`src/rtcta_pkg.sv`:
```
// Constants, register map and reset values for the real time clock block
package rtcta_pkg;
	// Register byte offsets
	localparam logic [7:0] RTCTA_OFS_CTRL = 8'h00;
	localparam logic [7:0] RTCTA_OFS_FLAGS = 8'h04;
	localparam logic [7:0] RTCTA_OFS_MASK = 8'h08;
	localparam logic [7:0] RTCTA_OFS_SECONDS = 8'h0c;
	localparam logic [7:0] RTCTA_OFS_DAY = 8'h10;
	localparam logic [7:0] RTCTA_OFS_ALARM_SEC = 8'h14;
	localparam logic [7:0] RTCTA_OFS_ALARM_DAY = 8'h18;
	// Control field positions
	localparam int RTCTA_CTRL_DIS = 0;
	localparam int RTCTA_CTRL_KEEP = 1;
	localparam int RTCTA_CTRL_PCLKEN = 2;
	localparam int RTCTA_CTRL_MODE_LO = 3;
	localparam int RTCTA_CTRL_CAL_LO = 5;
	// Flag and mask bit positions
	localparam int RTCTA_F_SEC = 0;
	localparam int RTCTA_F_ALARM = 1;
	localparam int RTCTA_F_TRST = 2;
	// Widths and counts
	localparam int RTCTA_SEC_W = 17;
	localparam int RTCTA_DAY_W = 15;
	localparam int RTCTA_CAL_W = 5;
	localparam int RTCTA_DIV_W = 17;
	localparam logic [16:0] RTCTA_SEC_LAST = 17'h1517f;
	localparam logic [16:0] RTCTA_DIV_NOMINAL = 17'h08000;
	// Largest day count and reset values
	localparam logic [14:0] RTCTA_DAY_MAX = 15'h7fff;
	localparam logic [16:0] RTCTA_ALARM_SEC_RST = 17'h1ffff;
	localparam logic [14:0] RTCTA_ALARM_DAY_RST = 15'h7fff;
	localparam logic [2:0] RTCTA_MASK_RST = 3'h7;
	localparam logic [2:0] RTCTA_FLAGS_RST = 3'h4;
	localparam logic [1:0] RTCTA_MODE_RST = 2'h0;
	// Calibration enable modes
	localparam logic [1:0] RTCTA_MODE_OFF = 2'h0;
	localparam logic [1:0] RTCTA_MODE_MAINS = 2'h1;
	localparam logic [1:0] RTCTA_MODE_ALWAYS = 2'h3;
	// AXI responses
	localparam logic [1:0] RTCTA_RESP_OKAY = 2'h0;
	localparam logic [1:0] RTCTA_RESP_SLVERR = 2'h2;
	// Number of synchronised pin inputs
	localparam int RTCTA_NSYNC = 3;
endpackage

```
`src/rtcta_top.sv`:
```
// Real time clock with alarm, calibration and clock output control behind AXI4-Lite
`timescale 1ns/1ps
module rtcta_top
	import rtcta_pkg::*;
(
	input wire logic CLK,
	input wire logic RSTN,
	input wire logic XTAL_32K_IN,
	input wire logic MAIN_SUPPLY_OK,
	input wire logic SYS_ON,
	output logic PROC_REF_CLOCK_OUT,
	output logic PERIPH_REF_CLOCK_OUT,
	output logic SECURE_SUPPLY_EN,
	output logic ALARM_WAKE,
	output logic IRQ,
	input wire logic [7:0] S_AXI_AWADDR,
	input wire logic S_AXI_AWVALID,
	output logic S_AXI_AWREADY,
	input wire logic [31:0] S_AXI_WDATA,
	input wire logic [3:0] S_AXI_WSTRB,
	input wire logic S_AXI_WVALID,
	output logic S_AXI_WREADY,
	output logic [1:0] S_AXI_BRESP,
	output logic S_AXI_BVALID,
	input wire logic S_AXI_BREADY,
	input wire logic [7:0] S_AXI_ARADDR,
	input wire logic S_AXI_ARVALID,
	output logic S_AXI_ARREADY,
	output logic [31:0] S_AXI_RDATA,
	output logic [1:0] S_AXI_RRESP,
	output logic S_AXI_RVALID,
	input wire logic S_AXI_RREADY
);
	logic rst_ff1_reg;
	logic rst_ff2_reg;
	logic rst_n;
	logic [RTCTA_NSYNC-1:0] pin_raw;
	logic [RTCTA_NSYNC-1:0] pin_sync;
	logic xtal_s;
	logic main_ok_s;
	logic sys_on_s;
	logic xtal_d_reg;
	logic tick32;
	logic sec_tick;
	logic rtc_disable_reg;
	logic rights_keepalive_mode_reg;
	logic proc_clock_out_enable_reg;
	logic [1:0] cal_enable_mode_reg;
	logic [RTCTA_CAL_W-1:0] cal_word_reg;
	logic cal_active;
	logic [RTCTA_SEC_W-1:0] seconds_reg;
	logic [RTCTA_DAY_W-1:0] day_reg;
	logic [RTCTA_SEC_W-1:0] alarm_seconds_reg;
	logic [RTCTA_DAY_W-1:0] alarm_day_reg;
	logic [2:0] flags_reg;
	logic [2:0] mask_reg;
	logic match;
	logic match_d_reg;
	logic alarm_hit;
	logic aw_held_reg;
	logic w_held_reg;
	logic [7:0] awaddr_reg;
	logic [31:0] wdata_reg;
	logic [3:0] wstrb_reg;
	logic wr_do;
	logic [31:0] rd_word;
	logic rd_ok;
	logic [31:0] ctrl_word;
	logic [31:0] wr_old;
	logic [31:0] wr_word;

	// Byte-lane merge for partial writes
	function automatic logic [31:0] rtcta_merge(input logic [31:0] old, input logic [31:0] wd,
		input logic [3:0] strb);
		logic [31:0] m;
		m = {{8{strb[3]}}, {8{strb[2]}}, {8{strb[1]}}, {8{strb[0]}}};
		return (old & ~m) | (wd & m);
	endfunction

	// Address decode shared by the read path and the write-response path
	function automatic logic rtcta_mapped(input logic [7:0] a);
		return (a == RTCTA_OFS_CTRL) || (a == RTCTA_OFS_FLAGS) || (a == RTCTA_OFS_MASK) ||
			(a == RTCTA_OFS_SECONDS) || (a == RTCTA_OFS_DAY) || (a == RTCTA_OFS_ALARM_SEC) ||
			(a == RTCTA_OFS_ALARM_DAY);
	endfunction

	// Release of the backup power-on reset through two flops
	always_ff @(posedge CLK or negedge RSTN) begin
		if (!RSTN) begin
			rst_ff1_reg <= 1'b0;
			rst_ff2_reg <= 1'b0;
		end else begin
			rst_ff1_reg <= 1'b1;
			rst_ff2_reg <= rst_ff1_reg;
		end
	end
	assign rst_n = rst_ff2_reg;

	// Pin inputs all pass the same three-stage filter
	assign pin_raw = {SYS_ON, MAIN_SUPPLY_OK, XTAL_32K_IN};
	generate
		for (genvar i = 0; i < RTCTA_NSYNC; i++) begin : g_sync
			rtcta_sync u_sync (
				.clk(CLK),
				.rst_n(rst_n),
				.din(pin_raw[i]),
				.dout(pin_sync[i])
			);
		end
	endgenerate
	assign xtal_s = pin_sync[0];
	assign main_ok_s = pin_sync[1];
	assign sys_on_s = pin_sync[2];

	// Rising edge of the time base becomes a one-cycle enable
	always_ff @(posedge CLK or negedge rst_n) begin
		if (!rst_n) begin
			xtal_d_reg <= 1'b0;
		end else begin
			xtal_d_reg <= xtal_s;
		end
	end
	assign tick32 = xtal_s & ~xtal_d_reg;

	// Mode 01 drops calibration on coin cell alone; 10 is treated as off
	assign cal_active = (cal_enable_mode_reg == RTCTA_MODE_ALWAYS) ||
		((cal_enable_mode_reg == RTCTA_MODE_MAINS) && main_ok_s);

	rtcta_secdiv u_div (
		.clk(CLK),
		.rst_n(rst_n),
		.tick32(tick32),
		.run(~rtc_disable_reg),
		.cal_en(cal_active),
		.cal_word(cal_word_reg),
		.sec_tick(sec_tick)
	);

	// Write takes place once address and data are both held
	assign wr_do = aw_held_reg & w_held_reg & ~S_AXI_BVALID;

	// Present contents of the addressed register, merged with the enabled byte lanes
	// Flags are write-one-to-clear and take the raw data, so they have no entry here
	always_comb begin
		case (awaddr_reg)
			RTCTA_OFS_CTRL: wr_old = ctrl_word;
			RTCTA_OFS_MASK: wr_old = {29'h0, mask_reg};
			RTCTA_OFS_SECONDS: wr_old = {15'h0, seconds_reg};
			RTCTA_OFS_DAY: wr_old = {17'h0, day_reg};
			RTCTA_OFS_ALARM_SEC: wr_old = {15'h0, alarm_seconds_reg};
			RTCTA_OFS_ALARM_DAY: wr_old = {17'h0, alarm_day_reg};
			default: wr_old = 32'h00000000;
		endcase
		// One merged word serves every register but the flags, so no lane logic is repeated per field
		wr_word = rtcta_merge(wr_old, wdata_reg, wstrb_reg);
	end

	// AXI write channel: address and data accepted in either order
	always_ff @(posedge CLK or negedge rst_n) begin
		if (!rst_n) begin
			aw_held_reg <= 1'b0;
			w_held_reg <= 1'b0;
			awaddr_reg <= 8'h00;
			wdata_reg <= 32'h00000000;
			wstrb_reg <= 4'h0;
			S_AXI_AWREADY <= 1'b0;
			S_AXI_WREADY <= 1'b0;
			S_AXI_BVALID <= 1'b0;
			S_AXI_BRESP <= RTCTA_RESP_OKAY;
		end else begin
			S_AXI_AWREADY <= 1'b0;
			S_AXI_WREADY <= 1'b0;
			if (S_AXI_AWVALID && !aw_held_reg && !S_AXI_AWREADY) begin
				S_AXI_AWREADY <= 1'b1;
				aw_held_reg <= 1'b1;
				awaddr_reg <= S_AXI_AWADDR;
			end
			if (S_AXI_WVALID && !w_held_reg && !S_AXI_WREADY) begin
				S_AXI_WREADY <= 1'b1;
				w_held_reg <= 1'b1;
				wdata_reg <= S_AXI_WDATA;
				wstrb_reg <= S_AXI_WSTRB;
			end
			if (wr_do) begin
				S_AXI_BVALID <= 1'b1;
				S_AXI_BRESP <= rtcta_mapped(awaddr_reg) ? RTCTA_RESP_OKAY : RTCTA_RESP_SLVERR;
			end else if (S_AXI_BVALID && S_AXI_BREADY) begin
				S_AXI_BVALID <= 1'b0;
				aw_held_reg <= 1'b0;
				w_held_reg <= 1'b0;
			end
		end
	end

	// Control and mask registers; rtc_disable powers up clear so the clock runs
	always_ff @(posedge CLK or negedge rst_n) begin
		if (!rst_n) begin
			rtc_disable_reg <= 1'b0;
			rights_keepalive_mode_reg <= 1'b0;
			proc_clock_out_enable_reg <= 1'b1;
			cal_enable_mode_reg <= RTCTA_MODE_RST;
			cal_word_reg <= '0;
			mask_reg <= RTCTA_MASK_RST;
		end else if (wr_do) begin
			if (awaddr_reg == RTCTA_OFS_CTRL) begin
				rtc_disable_reg <= wr_word[RTCTA_CTRL_DIS];
				rights_keepalive_mode_reg <= wr_word[RTCTA_CTRL_KEEP];
				proc_clock_out_enable_reg <= wr_word[RTCTA_CTRL_PCLKEN];
				cal_enable_mode_reg <= wr_word[RTCTA_CTRL_MODE_LO +: 2];
				cal_word_reg <= wr_word[RTCTA_CTRL_CAL_LO +: RTCTA_CAL_W];
			end
			if (awaddr_reg == RTCTA_OFS_MASK) begin
				mask_reg <= wr_word[2:0];
			end
		end
	end

	// Time and day counters; a software write overrides a tick in the same cycle
	always_ff @(posedge CLK or negedge rst_n) begin
		if (!rst_n) begin
			seconds_reg <= '0;
			day_reg <= '0;
		end else if (wr_do && awaddr_reg == RTCTA_OFS_SECONDS) begin
			seconds_reg <= wr_word[RTCTA_SEC_W-1:0];
		end else if (wr_do && awaddr_reg == RTCTA_OFS_DAY) begin
			day_reg <= wr_word[RTCTA_DAY_W-1:0];
		end else if (sec_tick) begin
			if (seconds_reg >= RTCTA_SEC_LAST) begin
				seconds_reg <= '0;
				day_reg <= day_reg + 15'h0001;
			end else begin
				seconds_reg <= seconds_reg + 17'h00001;
			end
		end
	end

	// Alarm time comes up all ones so a fresh cell never matches early
	always_ff @(posedge CLK or negedge rst_n) begin
		if (!rst_n) begin
			alarm_seconds_reg <= RTCTA_ALARM_SEC_RST;
			alarm_day_reg <= RTCTA_ALARM_DAY_RST;
		end else if (wr_do && awaddr_reg == RTCTA_OFS_ALARM_SEC) begin
			alarm_seconds_reg <= wr_word[RTCTA_SEC_W-1:0];
		end else if (wr_do && awaddr_reg == RTCTA_OFS_ALARM_DAY) begin
			alarm_day_reg <= wr_word[RTCTA_DAY_W-1:0];
		end
	end

	// Match is edge detected so a cleared flag does not reset during the matching second
	assign match = (seconds_reg == alarm_seconds_reg) && (day_reg == alarm_day_reg);
	assign alarm_hit = match & ~match_d_reg;
	always_ff @(posedge CLK or negedge rst_n) begin
		if (!rst_n) begin
			match_d_reg <= 1'b1;
		end else begin
			match_d_reg <= match;
		end
	end

	// Sticky flags, write one to clear; a new event beats a clear in the same cycle
	always_ff @(posedge CLK or negedge rst_n) begin
		if (!rst_n) begin
			flags_reg <= RTCTA_FLAGS_RST;
		end else begin
			for (int i = 0; i < 3; i++) begin
				if (wr_do && awaddr_reg == RTCTA_OFS_FLAGS && wstrb_reg[0] && wdata_reg[i]) begin
					flags_reg[i] <= 1'b0;
				end
			end
			if (sec_tick) begin
				flags_reg[RTCTA_F_SEC] <= 1'b1;
			end
			if (alarm_hit) begin
				flags_reg[RTCTA_F_ALARM] <= 1'b1;
			end
		end
	end

	// Interrupt only while the system runs; while off an unmasked alarm is a turn-on event
	always_ff @(posedge CLK or negedge rst_n) begin
		if (!rst_n) begin
			IRQ <= 1'b0;
			ALARM_WAKE <= 1'b0;
		end else begin
			IRQ <= sys_on_s && ((flags_reg & ~mask_reg) != 3'h0);
			ALARM_WAKE <= !sys_on_s && alarm_hit && !mask_reg[RTCTA_F_ALARM];
		end
	end

	// Clock outputs follow the raw time base, never the calibrated divider
	always_ff @(posedge CLK or negedge rst_n) begin
		if (!rst_n) begin
			PROC_REF_CLOCK_OUT <= 1'b0;
			PERIPH_REF_CLOCK_OUT <= 1'b0;
			SECURE_SUPPLY_EN <= 1'b0;
		end else begin
			// Keepalive holds the driver on through every state, including off
			PROC_REF_CLOCK_OUT <= xtal_s & (rights_keepalive_mode_reg |
				(proc_clock_out_enable_reg & sys_on_s));
			PERIPH_REF_CLOCK_OUT <= xtal_s & sys_on_s;
			SECURE_SUPPLY_EN <= 1'b1;
		end
	end

	// Read mux
	assign ctrl_word = {22'h0, cal_word_reg, cal_enable_mode_reg, proc_clock_out_enable_reg,
		rights_keepalive_mode_reg, rtc_disable_reg};
	always_comb begin
		rd_word = 32'h00000000;
		rd_ok = rtcta_mapped(S_AXI_ARADDR);
		case (S_AXI_ARADDR)
			RTCTA_OFS_CTRL: rd_word = ctrl_word;
			RTCTA_OFS_FLAGS: rd_word = {29'h0, flags_reg};
			RTCTA_OFS_MASK: rd_word = {29'h0, mask_reg};
			RTCTA_OFS_SECONDS: rd_word = {15'h0, seconds_reg};
			RTCTA_OFS_DAY: rd_word = {17'h0, day_reg};
			RTCTA_OFS_ALARM_SEC: rd_word = {15'h0, alarm_seconds_reg};
			RTCTA_OFS_ALARM_DAY: rd_word = {17'h0, alarm_day_reg};
			default: rd_word = 32'h00000000;
		endcase
	end

	// AXI read channel, one read outstanding
	always_ff @(posedge CLK or negedge rst_n) begin
		if (!rst_n) begin
			S_AXI_ARREADY <= 1'b0;
			S_AXI_RVALID <= 1'b0;
			S_AXI_RDATA <= 32'h00000000;
			S_AXI_RRESP <= RTCTA_RESP_OKAY;
		end else begin
			S_AXI_ARREADY <= 1'b0;
			if (S_AXI_ARVALID && !S_AXI_RVALID && !S_AXI_ARREADY) begin
				S_AXI_ARREADY <= 1'b1;
				S_AXI_RVALID <= 1'b1;
				S_AXI_RDATA <= rd_word;
				S_AXI_RRESP <= rd_ok ? RTCTA_RESP_OKAY : RTCTA_RESP_SLVERR;
			end else if (S_AXI_RVALID && S_AXI_RREADY) begin
				S_AXI_RVALID <= 1'b0;
			end
		end
	end
endmodule

```
`src/rtcta_sync.sv`:
```
// Three-stage pin synchroniser that accepts a change once stages two and three agree
`timescale 1ns/1ps
module rtcta_sync
	import rtcta_pkg::*;
(
	input wire logic clk,
	input wire logic rst_n,
	input wire logic din,
	output logic dout
);
	logic s1_reg;
	logic s2_reg;
	logic s3_reg;

	// Shift chain; only s2 reads s1
	always_ff @(posedge clk or negedge rst_n) begin
		if (!rst_n) begin
			s1_reg <= 1'b0;
			s2_reg <= 1'b0;
			s3_reg <= 1'b0;
		end else begin
			s1_reg <= din;
			s2_reg <= s1_reg;
			s3_reg <= s2_reg;
		end
	end

	// Output holds until the last two stages agree
	always_ff @(posedge clk or negedge rst_n) begin
		if (!rst_n) begin
			dout <= 1'b0;
		end else if (s2_reg == s3_reg) begin
			dout <= s3_reg;
		end
	end
endmodule

```
`src/rtcta_secdiv.sv`:
```
// Calibrated divider from the 32 kHz enable to a one-second tick
`timescale 1ns/1ps
module rtcta_secdiv
	import rtcta_pkg::*;
(
	input wire logic clk,
	input wire logic rst_n,
	input wire logic tick32,
	input wire logic run,
	input wire logic cal_en,
	input wire logic [RTCTA_CAL_W-1:0] cal_word,
	output logic sec_tick
);
	logic [RTCTA_DIV_W-1:0] cnt_reg;
	logic [RTCTA_DIV_W-1:0] term;
	logic [RTCTA_DIV_W-1:0] cal_ext;

	// Positive word shortens the second; disabled calibration gives nominal count
	always_comb begin
		cal_ext = cal_en ? {{(RTCTA_DIV_W-RTCTA_CAL_W){cal_word[RTCTA_CAL_W-1]}}, cal_word} : '0;
		term = RTCTA_DIV_NOMINAL - cal_ext;
	end

	// Only this counter sees calibration, the clock outputs never do
	always_ff @(posedge clk or negedge rst_n) begin
		if (!rst_n) begin
			cnt_reg <= '0;
			sec_tick <= 1'b0;
		end else begin
			sec_tick <= 1'b0;
			if (!run) begin
				cnt_reg <= '0;
			end else if (tick32) begin
				if (cnt_reg >= term - 17'h00001) begin
					cnt_reg <= '0;
					sec_tick <= 1'b1;
				end else begin
					cnt_reg <= cnt_reg + 17'h00001;
				end
			end
		end
	end
endmodule

```
`config.mk`:
```
export PLATFORM = sky130hd
export DESIGN_NAME = rtcta_top
export DESIGN_NICKNAME = d
export VERILOG_FILES = /design/src/rtcta_pkg.sv /design/src/rtcta_top.sv /design/src/rtcta_sync.sv /design/src/rtcta_secdiv.sv
export SDC_FILE = /design/constraint.sdc
export NUM_CORES = 1
export LEC_CHECK = 0
export BUFFER_PORTS_ARGS = -buffer_cell sky130_fd_sc_hd__buf_2
export CAP_MARGIN = 20
export CORE_AREA = 2 2 160 162
export DETAILED_ROUTE_END_ITERATION = 10
export DIE_AREA = 0 0 162 164
export PLACE_DENSITY = 0.62
export SYNTH_ARGS = -nofsm -noshare
export SYNTH_HDL_FRONTEND = slang
export SYNTH_HIERARCHICAL = 1
export SYNTH_SLANG_ARGS = --single-unit
```
`constraint.sdc`:
```
create_clock -name CLK -period 5.9 [get_ports CLK]
set_input_delay 0.295 -clock CLK [delete_from_list [all_inputs] [get_ports CLK]]
set_output_delay 0.295 -clock CLK [all_outputs]
set_load 0.01 [all_outputs]
```
==> results.yml <==
clock_tree:
  clock_sinks: 173
  cts-buffers-inserted: 17
  clk_pin_slew_ps: 70
  cts_max_level: 4
  clock-root-buffer: "clkbuf_16"
  tritoncts: "built"
  insertion_delay_ps: 430
  post-cts-setup-buffers: 0
  cts_resized: 0
  cts.hold.buffers_added: 4
  cts_buffer_depth: 2
final_layout:
  nNetsFinal: 1123
  nFillCells: 2442
  area_delta_synth_final_pct: 11.4
  drive_gt1_share_pct: 22.0
  antenna_cells: 0
placed_design:
  gp_congestion: 0.922
  io_buffer_count: 74
  pre_cts_ws_ps: 2500
  dp.final_hpwl_mm: 20.0
setup_path:
  crit_cells: 7
  cp-start-kind: "register"
  worst_ep_required_time_ps: 6190
  timing.rr.end: "seconds_reg[10]"
  crit_type: "register to register"
  cp_cell_sequence: "nor2b_1 > nand4_1 > buf_4 > a21oi_2 > and4bb_1 > xnor2_1 > o22ai_1"
  rr_worst_depth: 7
  regToRegStartpoint: "awaddr_reg[4]"
  critPathMaxStageDelay_ps: 910
  cp_data_arrival_time_ps: 3740
  crit_fanout: 22
  cp_top_family: "simple AND/OR/NAND/NOR gates"
  crit_buf_inv: 1
  critPathSlowestCell: "dfrtp_1"
  regToRegSetupSlack_ps: 2450
  end_kind: "register"
timing:
  hold_violations: 0
  slew_violations: 0
  min_period_over_period_pct: 58.5
  rsz0062_at_grt: "no"
  worst_pin_slew_ps: 1210
  skew_ps: 12.6
  setup_viol: 0
  period_minus_slack_ps: 3450
  setup_slack_ps: 2450
  setup_tns_ps: 0
  maxSlewHeadroom_pct: 18.2
  max_freq_mhz: 290
status:
  outcome: "completed"
synth:
  async_flop_share_pct: 100
  synth.distinct_cells: 98
  yosysTopAreaCell: "dfrtp_1"
  yosys-top-cells-area: "dfrtp_1 (34%), dfstp_2 (10%), nand2_1 (5.5%)"
  syn-mean-instance-area_um2: 9.70
  synth_commonest_cells: "nand2_1 (145), dfrtp_1 (135), o21ai_0 (56)"
  yosysWarnings: 6
  yosys.area.top_type_share_pct: 34.3
  syn_inst: 1016
  synth-edff-count: 0
  yosysMostFrequentCell: "nand2_1"
  synth_flop_cell: "dfrtp_1"
  ys_ff_latch: 173
  yosysSeqAreaShare_pct: 44.4
  netlist_area_um2: 9850
drt:
  dr.pass1.iters: 8
  antenna_left: 0
  wl_mm: 28.1
  drtIter0Drc: 956
  drc: 0
  via_count: 8219
  vias_per_cell: 5.89
  post_drt_wl_per_cell_um: 20.1
pwr:
  leakagePower_uw: 0.00437
  power_density_nw_per_um2: 371
  ir_drop_uv: 228
worst_hold_path:
  min_from: "S_AXI_RREADY"
  hold_end: "S_AXI_RVALID"
  hold_class: "input pin to register"
  holdPathStages: 2
job:
  cap_violations: 0
global_routing:
  antenna_found_initial: 0
  grt_use_total_pct: 21.3
  overflow: 0
  grt_start_max_net_pins: 140
  grt_first_pass_wirelength_mm: 43.8
  grt_pass1_vias: 7621
floorplan:
  core-area_um2: 24800
  ios: 108
  initial_core_util_pct: 39.7
  fp.dieW_um: 162
  die_h_um: 164
  num_rows: 58
  dieArea_um2: 26600
-- report_power, final --
group          switching (µW)  internal [µW]
clock                     504            591
combinational             682            479
sequential                362           1450
total                    1550           2520
-- layout by cell type, fill, tap and decap left out, types with 20 or more instances in the layout --
master / synthesis / routed
a21oi_1: 29 / 29
a22oi_1: 31 / 31
buf_2: 12 / 74
dfrtp_1: 135 / 134
dfstp_2: 38 / 38
inv_1: 29 / 29
mux2_2: 37 / 37
mux2i_1: 21 / 21
nand2_1: 145 / 145
nand3_1: 20 / 20
nand4_1: 23 / 23
nor2_1: 48 / 48
o21ai_0: 56 / 56
o22ai_1: 21 / 21
xnor2_1: 41 / 41
-- worst max path at each step --
stage / end / start
floorplan: ALARM_WAKE / rst_ff2_reg
finish: seconds_reg[10] / awaddr_reg[4]
detailed placement: seconds_reg[10] / awaddr_reg[4]
global placement: seconds_reg[10] / awaddr_reg[4]
CTS: seconds_reg[10] / awaddr_reg[4]
global route: seconds_reg[10] / awaddr_reg[4]
-- layer usage --
| metal | part of all wire (%) | GRT usage, % | vias up | wire length (µm) |
|---|---|---|---|---|
| li1 | - | - | 3761 | - |
| met5 | 0 | 0 | - | 0 |
| met2 | 42 | 30.9 | 410 | 11900 |
| met3 | 9.8 | 5.03 | 43 | 2750 |
| met4 | 2.0 | 6.44 | 0 | 565 |
| met1 | 46 | 31.4 | 4005 | 12800 |
-- through the flow --
stage,total power (µW),hold WS [ps],cell area (µm²),utilization (%),std cells
floorplan,2570,-0.591,9920,-,1033
global placement,2940,81.9,10400,41.7,1358
detailed placement,2960,85.3,10400,41.8,1360
CTS,4070,48.6,11000,44.2,1396
global route,4290,70.2,11000,44.2,1396
finish,4070,58.9,11000,44.2,1396
-- cell type report --
| cell class | instances | area (µm²) | area share [%] |
|---|---|---|---|
| Multi-Input combinational cell | 742 | 4990 | 45.5 |
| Sequential cell | 173 | 4380 | 39.9 |
| Timing Repair Buffer | 90 | 520 | 4.74 |
| Clock buffer | 19 | 433 | 3.94 |
| Tap cell | 330 | 413 | 3.76 |
| Clock inverter | 13 | 133 | 1.21 |
| Inverter | 29 | 109 | 0.991 |
-- cells by family (layout without fill, tap and decap cells) --
family	Yosys count	after routing	synth area share [%]
AOI/OAI and AO/OA	258	258	19.1
xor gates and xnor gates	43	43	3.82
adders and majority gates	11	11	1.36
buffers and inverters	118	151	5.75
DFF	173	173	44.4
muxes	62	62	7.28
other	2	19	0.0762
and+or+nand+nor	349	349	18.2
-- worst register-to-register path: stages, from the launching register on --
cell and delay [ps]:
dfrtp_1 910, nor2b_1 820, nand4_1 170, buf_4 270, a21oi_2 650, and4bb_1 270, xnor2_1 130, o22ai_1 80
Note: power is estimated with default switching activity, not from simulation.
